**config.mk**
```make
export PLATFORM = sky130hd
export DESIGN_NAME = fault_prot
export DESIGN_NICKNAME = d
export VERILOG_FILES = /design/src/fault_prot_pkg.sv /design/src/fault_tmr_if.sv /design/src/fault_prot.sv /design/src/persist_tmr.sv
export VERILOG_INCLUDE_DIRS = /design/src /design/src/src
export SDC_FILE = /design/constraint.sdc
export NUM_CORES = 1
export LEC_CHECK = 0
export BUFFER_PORTS_ARGS = -buffer_cell sky130_fd_sc_hd__buf_2
export CAP_MARGIN = 40
export CORE_MARGIN = 2
export CORE_UTILIZATION = 56
export DETAILED_ROUTE_END_ITERATION = 6
export GPL_TIMING_DRIVEN = 0
export PLACE_DENSITY_LB_ADDON = 0.15
export SETUP_SLACK_MARGIN = 0.3
export SLEW_MARGIN = 20
export SYNTH_ARGS = -nofsm -noshare
export SYNTH_HDL_FRONTEND = slang
export SYNTH_SLANG_ARGS = --single-unit
export TNS_END_PERCENT = 100
```
**constraint.sdc**
```tcl
create_clock -name clk -period 2.2 [get_ports clk]
set_input_delay 0.66 -clock clk [delete_from_list [all_inputs] [get_ports clk]]
set_output_delay 0.66 -clock clk [all_outputs]
set_load 0.1 [all_outputs]
```
**src/fault_prot_cfg.svh**
```systemverilog
// Purpose: Constants for the motor/regulator fault protection block
// Assumes: 10 MHz core clock, 100 ns period
// Notes: Times in their own unit, cycle counts derived from them
//
// What this block does
// - Overtemperature switches every output stage enable off at once, no auto recovery; overcurrent flag unaffected.
// - After thermal shutdown, outputs return only after a power-on reset.
// - Bridge overcurrent waits a 3 us mask, then latches bridge outputs off.
// - Bridge overcurrent latch clears only on sleep high, low, high.
// - Overcurrent flag output goes low as the bridge latch switches off.
// - Regulator 1 overcurrent past 0.15 us mask forces it off 256 us.
// - After that off interval regulator 1 resumes at next turn-on edge.
// - Regulator 2 high side is cut for rest of period at current limit.
// - Regulator 1 undervoltage held through 10 us mask latches it off.
// - Regulator 1 undervoltage latch also turns off the bridge and aux outputs; the overcurrent flag is unaffected.
// - Regulator 1 undervoltage latch clears on enable low, high, low.
// - Regulator 1 undervoltage ignored until soft-start count of 16.4 ms ends.
// - Regulator 2 undervoltage held 1 ms turns it off; enable cycle restarts.
// - Regulator 2 soft start begins with enable low and reset released.
// - Regulator 2 held off while its supply lockout flag is asserted.
`ifndef FAULT_PROT_CFG_SVH
`define FAULT_PROT_CFG_SVH

`define CLK_HZ 10000000
`define BR_MASK_NS 3000
`define BR_MASK_CYC ((`BR_MASK_NS * (`CLK_HZ / 1000000) + 999) / 1000)
`define R1_OC_MASK_NS 150
`define R1_OC_MASK_CYC ((`R1_OC_MASK_NS * (`CLK_HZ / 1000000) + 999) / 1000)
`define R1_OFF_US 256
`define R1_OFF_CYC (`R1_OFF_US * (`CLK_HZ / 1000000))
`define R1_UV_MASK_US 10
`define R1_UV_MASK_CYC (`R1_UV_MASK_US * (`CLK_HZ / 1000000))
`define R1_SS_US 16400
`define R1_SS_CYC (`R1_SS_US * (`CLK_HZ / 1000000))
`define R2_UV_US 1000
`define R2_UV_CYC (`R2_UV_US * (`CLK_HZ / 1000000))
`define R2_SS_US 1000
`define R2_SS_CYC (`R2_SS_US * (`CLK_HZ / 1000000))
`define TMR_W 18

`endif

```
**src/fault_prot_pkg.sv**
```systemverilog
// Purpose: Types shared by the fault protection modules
// Assumes: Timer width from the config header
// Notes: None
package fault_prot_pkg;
`include "fault_prot_cfg.svh"
    typedef logic [`TMR_W-1:0] tmr_t;
    typedef enum logic [1:0] {
        SEQ_IDLE = 2'b00,
        SEQ_ONE = 2'b01,
        SEQ_TWO = 2'b10
    } seq_e;
endpackage

```
**src/fault_tmr_if.sv**
```systemverilog
// Purpose: Carries a persistence timer request and its result
// Assumes: Single clock domain
// Notes: None
`timescale 1ns/10ps
interface fault_tmr_if;
    import fault_prot_pkg::*;
    logic run;
    tmr_t limit;
    logic done;
    modport owner (output run, output limit, input done);
    modport timer (input run, input limit, output done);
endinterface

```
**src/fault_prot.sv**
```systemverilog
// Purpose: Fault protection for a two-channel bridge and two buck regulators
// Assumes: Comparator flags synchronous to clk, active high
// Notes: rst_b is the power-on reset
`timescale 1ns/10ps
`include "fault_prot_cfg.svh"
module fault_prot
    import fault_prot_pkg::*;
(
    // Clock and power-on reset
    input wire logic clk,
    input wire logic rst_b,
    // Comparator flags
    input wire logic thermal_shutdown,
    input wire logic bridge_oc,
    input wire logic reg1_oc,
    input wire logic reg2_oc,
    input wire logic reg1_uv,
    input wire logic reg2_uv,
    input wire logic reg2_supply_low,
    // Control pins
    input wire logic sleep,
    input wire logic reg1_enable_n,
    input wire logic reg2_enable_n,
    // Switching cycle markers
    input wire logic reg1_cycle_start,
    input wire logic reg2_cycle_start,
    // Enables to output stages, soft-start done flags and overcurrent flag
    output logic bridge_on,
    output logic aux_on,
    output logic reg1_on,
    output logic reg2_on,
    output logic reg2_high_side_ok,
    output logic reg1_ss_done,
    output logic reg2_ss_done,
    output logic overcurrent_flag_out
);
    // ----------------------------------------
    // Timers
    // ----------------------------------------
    fault_tmr_if br_t ();
    fault_tmr_if r1oc_t ();
    fault_tmr_if r1uv_t ();
    fault_tmr_if r2uv_t ();

    persist_tmr u_br (.clk(clk), .rst_b(rst_b), .t(br_t.timer));
    persist_tmr u_r1oc (.clk(clk), .rst_b(rst_b), .t(r1oc_t.timer));
    persist_tmr u_r1uv (.clk(clk), .rst_b(rst_b), .t(r1uv_t.timer));
    persist_tmr u_r2uv (.clk(clk), .rst_b(rst_b), .t(r2uv_t.timer));

    // ----------------------------------------
    // State
    // ----------------------------------------
    logic tsd_ff, nxt_tsd;
    logic br_lat_ff, nxt_br_lat;
    seq_e sl_seq_ff, nxt_sl_seq;
    logic r1_uv_lat_ff, nxt_r1_uv_lat;
    seq_e e1_seq_ff, nxt_e1_seq;
    logic r2_uv_lat_ff, nxt_r2_uv_lat;
    tmr_t r1_off_ff, nxt_r1_off;
    logic r1_wait_ff, nxt_r1_wait;
    tmr_t r1_ss_ff, nxt_r1_ss;
    tmr_t r2_ss_ff, nxt_r2_ss;
    logic r2_cut_ff, nxt_r2_cut;
    logic r1_run, r2_run;
    tmr_t br_oc_cnt_ff, nxt_br_oc_cnt;

    // Timer requests
    always_comb
    begin
        br_t.run = bridge_oc && !br_lat_ff;
        br_t.limit = tmr_t'(`BR_MASK_CYC);
        r1oc_t.run = reg1_oc && (r1_off_ff == '0) && !r1_wait_ff;
        r1oc_t.limit = tmr_t'(`R1_OC_MASK_CYC);
        r1uv_t.run = reg1_uv && reg1_ss_done && !r1_uv_lat_ff;
        r1uv_t.limit = tmr_t'(`R1_UV_MASK_CYC);
        r2uv_t.run = reg2_uv && reg2_ss_done && !r2_uv_lat_ff;
        r2uv_t.limit = tmr_t'(`R2_UV_CYC);
    end

    // Fault latches and restart sequences
    always_comb
    begin
        nxt_tsd = tsd_ff || thermal_shutdown;
        nxt_sl_seq = sl_seq_ff;
        nxt_br_lat = br_lat_ff || br_t.done;
        if (br_lat_ff)
        begin
            // high -> low -> high on sleep
            unique case (sl_seq_ff)
                SEQ_IDLE: if (sleep) nxt_sl_seq = SEQ_ONE;
                SEQ_ONE: if (!sleep) nxt_sl_seq = SEQ_TWO;
                SEQ_TWO: if (sleep)
                begin
                    nxt_br_lat = 1'b0;
                    nxt_sl_seq = SEQ_IDLE;
                end
                default: nxt_sl_seq = SEQ_IDLE;
            endcase
        end
        else
            nxt_sl_seq = SEQ_IDLE;
        nxt_e1_seq = e1_seq_ff;
        nxt_r1_uv_lat = r1_uv_lat_ff || r1uv_t.done;
        if (r1_uv_lat_ff)
        begin
            // low -> high -> low on enable
            unique case (e1_seq_ff)
                SEQ_IDLE: if (!reg1_enable_n) nxt_e1_seq = SEQ_ONE;
                SEQ_ONE: if (reg1_enable_n) nxt_e1_seq = SEQ_TWO;
                SEQ_TWO: if (!reg1_enable_n)
                begin
                    nxt_r1_uv_lat = 1'b0;
                    nxt_e1_seq = SEQ_IDLE;
                end
                default: nxt_e1_seq = SEQ_IDLE;
            endcase
        end
        else
            nxt_e1_seq = SEQ_IDLE;
        // enable high clears the regulator 2 latch
        nxt_r2_uv_lat = (r2_uv_lat_ff && !reg2_enable_n) || r2uv_t.done;
    end

    // Regulator timers: off interval, soft starts, cycle cut
    always_comb
    begin
        nxt_r1_off = r1_off_ff;
        nxt_r1_wait = r1_wait_ff;
        if (r1oc_t.done)
            nxt_r1_off = tmr_t'(`R1_OFF_CYC);
        else if (r1_off_ff != '0)
        begin
            nxt_r1_off = r1_off_ff - tmr_t'(1);
            if (r1_off_ff == tmr_t'(1))
                nxt_r1_wait = 1'b1;
        end
        else if (r1_wait_ff && reg1_cycle_start)
            nxt_r1_wait = 1'b0;
        nxt_r1_ss = r1_ss_ff;
        if (!r1_run)
            nxt_r1_ss = '0;
        else if (r1_ss_ff < tmr_t'(`R1_SS_CYC))
            nxt_r1_ss = r1_ss_ff + tmr_t'(1);
        nxt_r2_ss = r2_ss_ff;
        if (!r2_run)
            nxt_r2_ss = '0;
        else if (r2_ss_ff < tmr_t'(`R2_SS_CYC))
            nxt_r2_ss = r2_ss_ff + tmr_t'(1);
        nxt_r2_cut = r2_cut_ff;
        if (reg2_oc)
            nxt_r2_cut = 1'b1;
        else if (reg2_cycle_start)
            nxt_r2_cut = 1'b0;
    end

    // Registers
    always_ff @(posedge clk or negedge rst_b)
    begin
        if (!rst_b)
        begin
            tsd_ff <= 1'b0;
            br_lat_ff <= 1'b0;
            sl_seq_ff <= SEQ_IDLE;
            r1_uv_lat_ff <= 1'b0;
            e1_seq_ff <= SEQ_IDLE;
            r2_uv_lat_ff <= 1'b0;
            r1_off_ff <= '0;
            r1_wait_ff <= 1'b0;
            r1_ss_ff <= '0;
            r2_ss_ff <= '0;
            r2_cut_ff <= 1'b0;
        end
        else
        begin
            tsd_ff <= nxt_tsd;
            br_lat_ff <= nxt_br_lat;
            sl_seq_ff <= nxt_sl_seq;
            r1_uv_lat_ff <= nxt_r1_uv_lat;
            e1_seq_ff <= nxt_e1_seq;
            r2_uv_lat_ff <= nxt_r2_uv_lat;
            r1_off_ff <= nxt_r1_off;
            r1_wait_ff <= nxt_r1_wait;
            r1_ss_ff <= nxt_r1_ss;
            r2_ss_ff <= nxt_r2_ss;
            r2_cut_ff <= nxt_r2_cut;
        end
    end

    // ----------------------------------------
    // Output gating
    // ----------------------------------------
    assign r1_run = !tsd_ff && !reg1_enable_n && !r1_uv_lat_ff;
    assign r2_run = !tsd_ff && !reg2_enable_n && !r2_uv_lat_ff && !reg2_supply_low;
    assign reg1_ss_done = r1_ss_ff >= tmr_t'(`R1_SS_CYC);
    assign reg2_ss_done = r2_ss_ff >= tmr_t'(`R2_SS_CYC);
    assign bridge_on = !tsd_ff && !br_lat_ff && !r1_uv_lat_ff;
    assign aux_on = !tsd_ff && !r1_uv_lat_ff;
    assign reg1_on = r1_run && (r1_off_ff == '0) && !r1_wait_ff;
    assign reg2_on = r2_run;
    assign reg2_high_side_ok = r2_run && !r2_cut_ff && !reg2_oc;
    assign overcurrent_flag_out = !br_lat_ff;

    // Check helper: run length of unlatched bridge overcurrent, saturating
    always_comb
    begin
        nxt_br_oc_cnt = '0;
        if (bridge_oc && !br_lat_ff && (br_oc_cnt_ff != '1))
            nxt_br_oc_cnt = br_oc_cnt_ff + tmr_t'(1);
        else if (bridge_oc && !br_lat_ff)
            nxt_br_oc_cnt = br_oc_cnt_ff;
    end

    // Check helper register
    always_ff @(posedge clk or negedge rst_b)
    begin
        if (!rst_b)
            br_oc_cnt_ff <= '0;
        else
            br_oc_cnt_ff <= nxt_br_oc_cnt;
    end
endmodule

```
**src/persist_tmr.sv**
```systemverilog
// Purpose: Counts while run is high, flags done once limit is reached
// Assumes: Run dropping clears the count
// Notes: Done stays high while run holds after the limit
`timescale 1ns/10ps
module persist_tmr
    import fault_prot_pkg::*;
(
    // Clock and reset
    input wire logic clk,
    input wire logic rst_b,
    // Timer request
    fault_tmr_if.timer t
);
    tmr_t cnt_ff;
    tmr_t nxt_cnt;

    // Next count: saturate at limit, clear when run drops
    always_comb
    begin
        nxt_cnt = cnt_ff;
        if (!t.run)
            nxt_cnt = '0;
        else if (cnt_ff < t.limit)
            nxt_cnt = cnt_ff + tmr_t'(1);
    end

    // Count register
    always_ff @(posedge clk or negedge rst_b)
    begin
        if (!rst_b)
            cnt_ff <= '0;
        else
            cnt_ff <= nxt_cnt;
    end

    assign t.done = t.run && (cnt_ff >= t.limit);
endmodule
```
**After elaboration in Yosys (flattened, before gate mapping)**

Index checks and enable logic that the tools add are counted.
W data, S select, Z words.

- Memory bits (read-only): 0
- Memories kept: 0
- Memory bits (writable): 0
- Output and inout bits: 8
- Register bits after elaboration: 136
- Bits in latches: 0

- Bitwise logic cells: 1
- Muxes and demuxes: 35
- $add $sub $neg: 7
- Equal/unequal tests: 18
- Multiply operators: 0
- Div/mod/pow operators: 0
- $lt $le $gt $ge: 12
- Reduce and logical (&&, ||, !) cells: 49
- Shift operators: 0

Operator list:

| cell | count |
|---|---|
| $mux W18 | 14 |
| $add A18 B1 Y18 const B | 6 |
| $ge A18 B14 Y1 const B | 2 |
| $lt A18 B14 Y1 const B | 2 |
| $logic_and A1 B1 Y1 | 25 |
| $eq A18 B1 Y1 const B | 1 |
| $ge A18 B18 Y1 const B | 1 |
| $ge A18 B2 Y1 const B | 1 |
| $ge A18 B5 Y1 const B | 1 |
| $ge A18 B7 Y1 const B | 1 |
| $logic_not A18 Y1 | 1 |
| $lt A18 B18 Y1 const B | 1 |
| $lt A18 B2 Y1 const B | 1 |
| $lt A18 B5 Y1 const B | 1 |
| $lt A18 B7 Y1 const B | 1 |
| $ne A3 B3 Y1 const B | 6 |
| $reduce_bool A18 Y1 | 1 |
| $sub A18 B1 Y18 const B | 1 |
| $mux W2 | 8 |
| $pmux W2 S3 | 2 |
| $mux W1 | 11 |
| $logic_not A1 Y1 | 10 |
| $reduce_and A3 Y1 | 3 |
| $ne A2 B2 Y1 const B | 4 |
| other kinds (7) | 17 |

**Logic depth before layout (Yosys ltp)**

Gate-level depths: netlist (run 1).

- Word-level depth: 8
- Gate-level depth with buffers: 7

**Hierarchy**

A second synthesis (run 1) with hierarchy kept.

- Cell total of the unflattened synthesis: 1064
- Area, all modules: 9476.6 sq um

Modules (own cells, without submodules):

| module | sequential area each (sq um) | area an instance (sq um) | cells each | times used |
|---|---|---|---|---|
| persist_tmr | 450.4 | 1497.7 | 172 | 4 |
| fault_prot | 1601.5 | 3485.8 | 376 | 1 |

**Worst setup path before layout (run 1)**

Ideal clock, no wire load.

- Path type: flip-flop to output port
- From: register r1_off_ff[8]
- To: output port reg1_on
- Arrival: 3.604 ns
- Path buffers: 1
- Stages on the path, launching flop included: 6
- Data required time: 1.540 ns
- Setup slack: -2.064 ns
- Cells stage by stage: dfrtp_1 or4_1 clkbuf_1 nor3_1 nand3_1 nor3_1

- Word-level cells in the longest chain between the ends: 3

RTL lines:

| what | line | text |
|---|---|---|
| from (decl) | fault_prot.sv:59 | `tmr_t r1_off_ff, nxt_r1_off;` |
| from (signal assigned) | fault_prot.sv:181 | `r1_off_ff <= nxt_r1_off;` |
| $logic_not A18 Y1 | fault_prot.sv:198 | `assign reg1_on = r1_run && (r1_off_ff == '0) && !r1_wait_ff;` |
| $logic_and A1 B1 Y1 (2 in series) | fault_prot.sv:198 |  |
| to (decl) | fault_prot.sv:30 | `output logic reg1_on,` |

Every way passes these cells.

**Worst setup path in the final report (run 1)**

- From: register r1_off_ff[11]
- To: output port reg1_on

Same word-level chain as after synthesis.

==> metrics, run 1 <==
status=finished, violations left; failing checks=negative setup slack; CTS sink count=~140; CTS tree=built; crit-path leading delay family=simple AND/OR/NAND/NOR gates; Main synth FF type=dfrtp_1; r2r startpoint=r1_off_ff[12]; vias in the first global route=~4500; area post-placement=6640 µm²; layout net count=between 600 and 700; FF-to-FF End=u_r1oc.cnt_ff[7]; period utilization=133%; most frequent cell on the critical path=nor3_4; Synth Area per Inst=10.5 µm²; cts bufs inserted=17; vias per cell=between 5 and 6; warnings from Yosys=0; post-synthesis sequential area ratio=roughly 55%; CP max-delay cell=or4_1; first-pass GRT wire length=between 20000 and 25000 µm; Synth Register Bits=between 100 and 150; WP depth=6; Synth Instances=590; peak supply drop=between 900 and 1000 µV; root buffer cell=clkbuf_8; largest net degree at the start of global routing=about 70; Worst Path Arrival=around 2300 ps; Net Sw Frac=24.0%; gr usage total=a little under a quarter; vias=roughly 4600; WS Path Type=flip-flop to primary output; Syn Nets=~620; DIE AREA=roughly 12000 µm²; row cnt=38; EDFF count, synth=0; WL/cell=between 15 and 20 µm; Yosys cell types=between 40 and 50; Critical Path Max Stage Delay=530 ps; f_max=342 MHz; Max transition margin=about 66%; CP required=between 1500 and 2000 ps; Filler cells=717; sequential power share=a little over two fifths; final setup violation count=5; num ports=22; Min-Delay Path Class=primary input to asynchronous set/reset pin; Final Cell Area=7930 µm²; area of the mapped netlist=between 6000 and 7000 µm²; Chip Height=109 µm; net switching power=1.60 mW; RSZ-0062 raised after global routing=yes; Period minus WS final=between 2000 and 3000 ps; post-route ant nets=0; Int Pwr=roughly 5.1 mW; DRT iter0 DRCs=about 340; Cell Chain, Critical Path=or4_1 > clkbuf_8 > nor3_4 > nand3_2 > nor3_4 > buf_12; GRT overflow=0; clock tree buffer depth=2; worst-margin pin slew=~510 ps; Clock Latency Late Sink=about 530 ps; CTS HTree Levels=4; GPL Wtd Cong=~0.85; Pwr per Cell Area=between 800 and 900 nW/µm²; CP startpoint kind=flip-flop; R2R depth=6; Critical Path Sink Type=primary output; Initial Utilization=between 50% and 60%; R2R Setup Slk=50 ps; antenna fix cells=0; DIE WIDTH=roughly 110 µm; 1st-pass router iterations=4; final-report hold violation count=0; clock skew=between 10 and 15 ps; Detailed Route WL=around 13000 µm; Async SR Flop Fraction=100%; CP bufs+invs=2; initial antenna violation count=0; Clock transition at path regs=about 60 ps; layout cells sized above 1=23.1%; Final Max Slew Viols=0; Final HPWL DP=about 7700 µm; Layout Area Growth over Synthesis=27.6%; clock network fraction of total power=between 40% and 50%; PortBufs=21; core area=10800 µm²; max-cap violation count=0; Residual DRC=0; post-layout util=approximately 73%; fin worst setup slack=-723 ps; Setup TNS Final=-1840 ps; critical path fanouts, max=5; P_leak=~3.4 nW; Comb pwr share=between 10% and 20%
==> worst max-delay path by stage <==
stage | from | end
6_report | r1_off_ff[11] | reg1_on
5_1_grt | r1_off_ff[11] | reg1_on
4_1_cts | r1_off_ff[11] | reg1_on
3_5_place_dp | r1_off_ff[0] | reg1_on
3_3_place_gp | rst_b | r1_off_ff[11]
2_1_floorplan | r1_off_ff[9] | reg1_on
==> cell usage in the layout, fill, tap and decap left out, drive strengths merged, types with 2 or more instances in the layout <==
cell,n
o21ai,16
inv,24
clkinv,2
nor3,28
nand2,24
nor2b,3
and2,50
o211ai,3
nor4,26
a21o,2
a21oi,11
nor4b,4
a211o,2
and4,5
xnor2,43
a211oi,4
xor2,12
bufinv,5
and3,3
clkbuf,34
a41oi,3
nor3b,3
nand2b,5
clkinvlp,2
or2,2
or3,12
nand3,23
nand4,15
dfrtp,136
o21a,3
ha,15
or4,6
a21boi,3
nor2,72
buf,57
a31oi,3
mux2i,7
==> per-layer routing <==
metal	vias to the layer above	part of all wire [%]	global-route usage (%)
li1	2185	-	-
met5	-	0	0
met1	2236	43	28.7
met3	26	4.3	7.05
met2	116	50	36.1
met4	0	2.0	8.59
==> cell families (layout without fill, tap and decap cells) <==
logic type / count (synthesis) / in the layout / share of synthesized area, %
AO/OA/AOI/OAI: 53 / 53 / 5.62
XOR/XNOR: 55 / 55 / 7.75
flip-flops: 136 / 136 / 54.8
multiplexers: 7 / 7 / 1.13
adder cells (fa/ha/maj): 15 / 15 / 3.02
AND/OR/NAND/NOR: 284 / 284 / 25.2
buffers and inverters: 40 / 124 / 2.54
==> timing repair <==
action / CTS / global route
pin swaps: 11 / 18
gates resized for setup: 74 / 34
cloned: 0 / 1
hold buffers: 0 / 0
setup buffers: 23 / 7
endpoints found under the setup margin: 52 / 71
==> synthesized netlist by cell type (all sizes together) (4+ instances only) <==
master	count	area (µm²)
inv	25	93.8
clkbuf	13	48.8
dfrtp	136	3400
xnor2	43	377
ha	15	188
a211oi	4	30.0
mux2i	7	70.1
nor4	26	178
nand2b	5	31.3
nor4b	4	41.3
and2	50	329
or3	12	80.1
a21oi	11	58.8
nand2	24	90.1
nor2	72	270
nand4	15	93.8
nor3	28	140
or4	6	52.6
xor2	12	105
nand3	23	115
and4	5	43.8
o21ai	16	80.1
==> power groups by stage <==
| stage | Combinational, mW | Clock [mW] | Sequential, mW |
|---|---|---|---|
| global placement | 0.617 | 0 | 2.87 |
| CTS | 0.710 | 3.09 | 2.85 |
| floorplan | 0.489 | 0 | 2.85 |
| finish | 0.756 | 3.04 | 2.86 |
| detailed placement | 0.653 | 0 | 2.88 |
| global route | 0.834 | 3.22 | 2.88 |
==> state kept, by name, summed over array words and instances, names as in the netlist <==
| register | flops |
|---|---|
| u_r1oc.cnt_ff | 18 |
| u_br.cnt_ff | 18 |
| r1_wait_ff | 1 |
| u_r2uv.cnt_ff | 18 |
| r1_uv_lat_ff | 1 |
| u_r1uv.cnt_ff | 18 |
| r2_ss_ff | 18 |
| e1_seq_ff | 2 |
| tsd_ff | 1 |
| r2_uv_lat_ff | 1 |
| r2_cut_ff | 1 |
| r1_ss_ff | 18 |
| r1_off_ff | 18 |
| sl_seq_ff | 2 |
| br_lat_ff | 1 |
==> worst reg2reg max path, cell delays in order (launching register included) <==
cell     delay (ps)
dfrtp_1         430
or3_4           430
or4_4           470
nor4_4          290
buf_4           190
buf_6           140
and2_4          140
==> per-stage QoR <==
step                      setup WS, ps  hold WS, ps  instances  total power, mW
after floorplan                   -619          364        590             3.33
after global placement           -1280          433        751             3.49
after detailed placement          -528          472        752             3.54
after CTS                         -754         71.9        806             6.66
after global routing              -813         99.4        814             6.93
final                             -723         65.2        814             6.66
==> final cells by class <==
type                       count  area (µm²)  area share (%)
sequential                   136        3410            43.0
multi-input combinational    414        2950            37.2
timing repair buffer          53         528            6.66
clock buffer                  23         467            5.89
tap                          140         175            2.21
clock inverter                 8         168            2.11
buffer                        15         130            1.64
inverter                      25         100            1.26
(Power assumes the default switching activity.)
==> run 2: changes to the inputs <==
Settings changed: ABC_CLOCK_PERIOD_IN_PS set to 2200, SKIP_CTS_REPAIR_TIMING set to 1.
==> metrics, run 2 (same netlist as run 1, synthesis figures left out) <==
area post-placement=6640 µm² (unchanged); Min-Delay Path Class=primary input to asynchronous set/reset pin; RSZ-0062 raised after global routing=yes; Critical Path Sink Type=primary output; Final Max Slew Viols=0 (unchanged); dpl cells=752 (unchanged); worst-margin pin slew=512 ps (+3.58 ps); worst hold margin=58.5 ps (-6.71 ps); Clock Latency Late Sink=520 ps (about the same); non-filler cells, final=813 (-0.12%); most common cell after layout, fill and taps aside=dfrtp_1; num ports=22 (unchanged); clock tree buffer depth=2 (unchanged); Filler cells=743 (+3.6%); final-report hold violation count=0 (unchanged); largest net degree at the start of global routing=72 (unchanged); CTS sink count=136 (unchanged); vias in the first global route=4370 (-2.8%); pre-CTS WS=-528 ps (unchanged); vias per cell=5.56 (-0.73%); post-layout util=71.8% (-1.3 points); Pwr per Cell Area=856 nW/µm² (+1.9%); CTS HTree Levels=4 (unchanged); Max transition margin=65.6% (-0.55 points); Chip Height=109 µm (unchanged); WS Path Type=flip-flop to primary output; P_leak=3.34 nW (-0.98%); CP startpoint kind=flip-flop; vias=4524 (-0.85%); DIE WIDTH=109 µm (unchanged); period utilization=135% (+1.9 points); fin worst setup slack=-764 ps (-41.3 ps); initial antenna violation count=0 (unchanged); most frequent cells in the layout=dfrtp_1 (127), nor2_1 (70), xnor2_1 (42), and2_1 (36), buf_4 (29); PortBufs=21 (unchanged); Final HPWL DP=7650 µm (unchanged); Final Cell Area=7790 µm² (-1.8%); CP required=1540 ps (about the same); core area=10800 µm² (unchanged); DRT iter0 DRCs=285 (-16%); Period minus WS final=2960 ps (+41.3 ps); critical path fanouts, max=5 (unchanged); root buffer cell=clkbuf_8; GRT overflow=0 (unchanged); Layout Area Growth over Synthesis=25.4%; layout net count=690 (-0.14%); final setup violation count=8 (+3); Setup TNS Final=-2230 ps (-393 ps); status=finished, violations left; Detailed Route WL=12200 µm (-6.1%); CTS tree=built; antenna fix cells=0 (unchanged); Clock transition at path regs=60 ps (about the same); DIE AREA=12000 µm² (unchanged); clock skew=3.75 ps (-6.33 ps); f_max=337 MHz (-1.4%); total power=6.66 mW (about the same); layout cells sized above 1=22.4% (-0.71 points); post-route ant nets=0 (unchanged); peak supply drop=892 µV (-1.1%); first-pass GRT wire length=19800 µm (-4.7%); failing checks=negative setup slack; GPL Wtd Cong=0.850 (unchanged); cts bufs inserted=17 (unchanged); WL/cell=15.0 µm (-6.0%); Worst Path Arrival=2300 ps (+40 ps); max-cap violation count=0 (unchanged); Residual DRC=0 (unchanged); row cnt=38 (unchanged); gr usage total=21.4% (-1.1 points); Initial Utilization=57.3% (unchanged); 1st-pass router iterations=5 (+1)
run 2: cell type report:
cell class                      count  area, µm²  area share (%)
Buffer                             15        105            1.35
Clock buffer                       23        467            5.99
Clock inverter                      8        168            2.15
Inverter                           25        100            1.29
Multi-Input combinational cell    414       2860            36.8
Sequential cell                   136       3410            43.8
Tap cell                          140        175            2.25
Timing Repair Buffer               52        495            6.36
run 2: per-layer routing:
layer,wire length (µm),track usage (%),up-vias
met4,228,8.05,0
met2,6020,34.0,116
li1,-,-,2175
met5,0,0,-
met3,479,6.46,25
met1,5480,27.9,2208
run 2: worst max-delay path, stage by stage, from the launching register on:
cell     delay, ps
dfrtp_1        410
or4_4          530
buf_8          140
nor3_4         210
nand3_4        120
nor3_4         160
buf_12         200
run 2: final timing paths:
path	start	end	slack, ps	depth (start not counted)
worst max-delay path	r1_off_ff[9]	reg1_on	-760	6
worst min-delay path	rst_b	r2_ss_ff[0]	60	1
worst max register to register	r1_off_ff[9]	r1_off_ff[11]	-10	6
worst min register to register	e1_seq_ff[1]	e1_seq_ff[0]	480	1
max in group asynchronous	rst_b	u_r2uv.cnt_ff[12]	1430	2
min in group clk	thermal_shutdown	tsd_ff	320	2
run 2: power breakdown:
group	total, mW	leakage [nW]	switching, mW	internal, mW
Sequential	2.87	1.85	0.205	2.66
Clock	3.03	0.308	0.998	2.04
Combinational	0.762	1.18	0.392	0.371
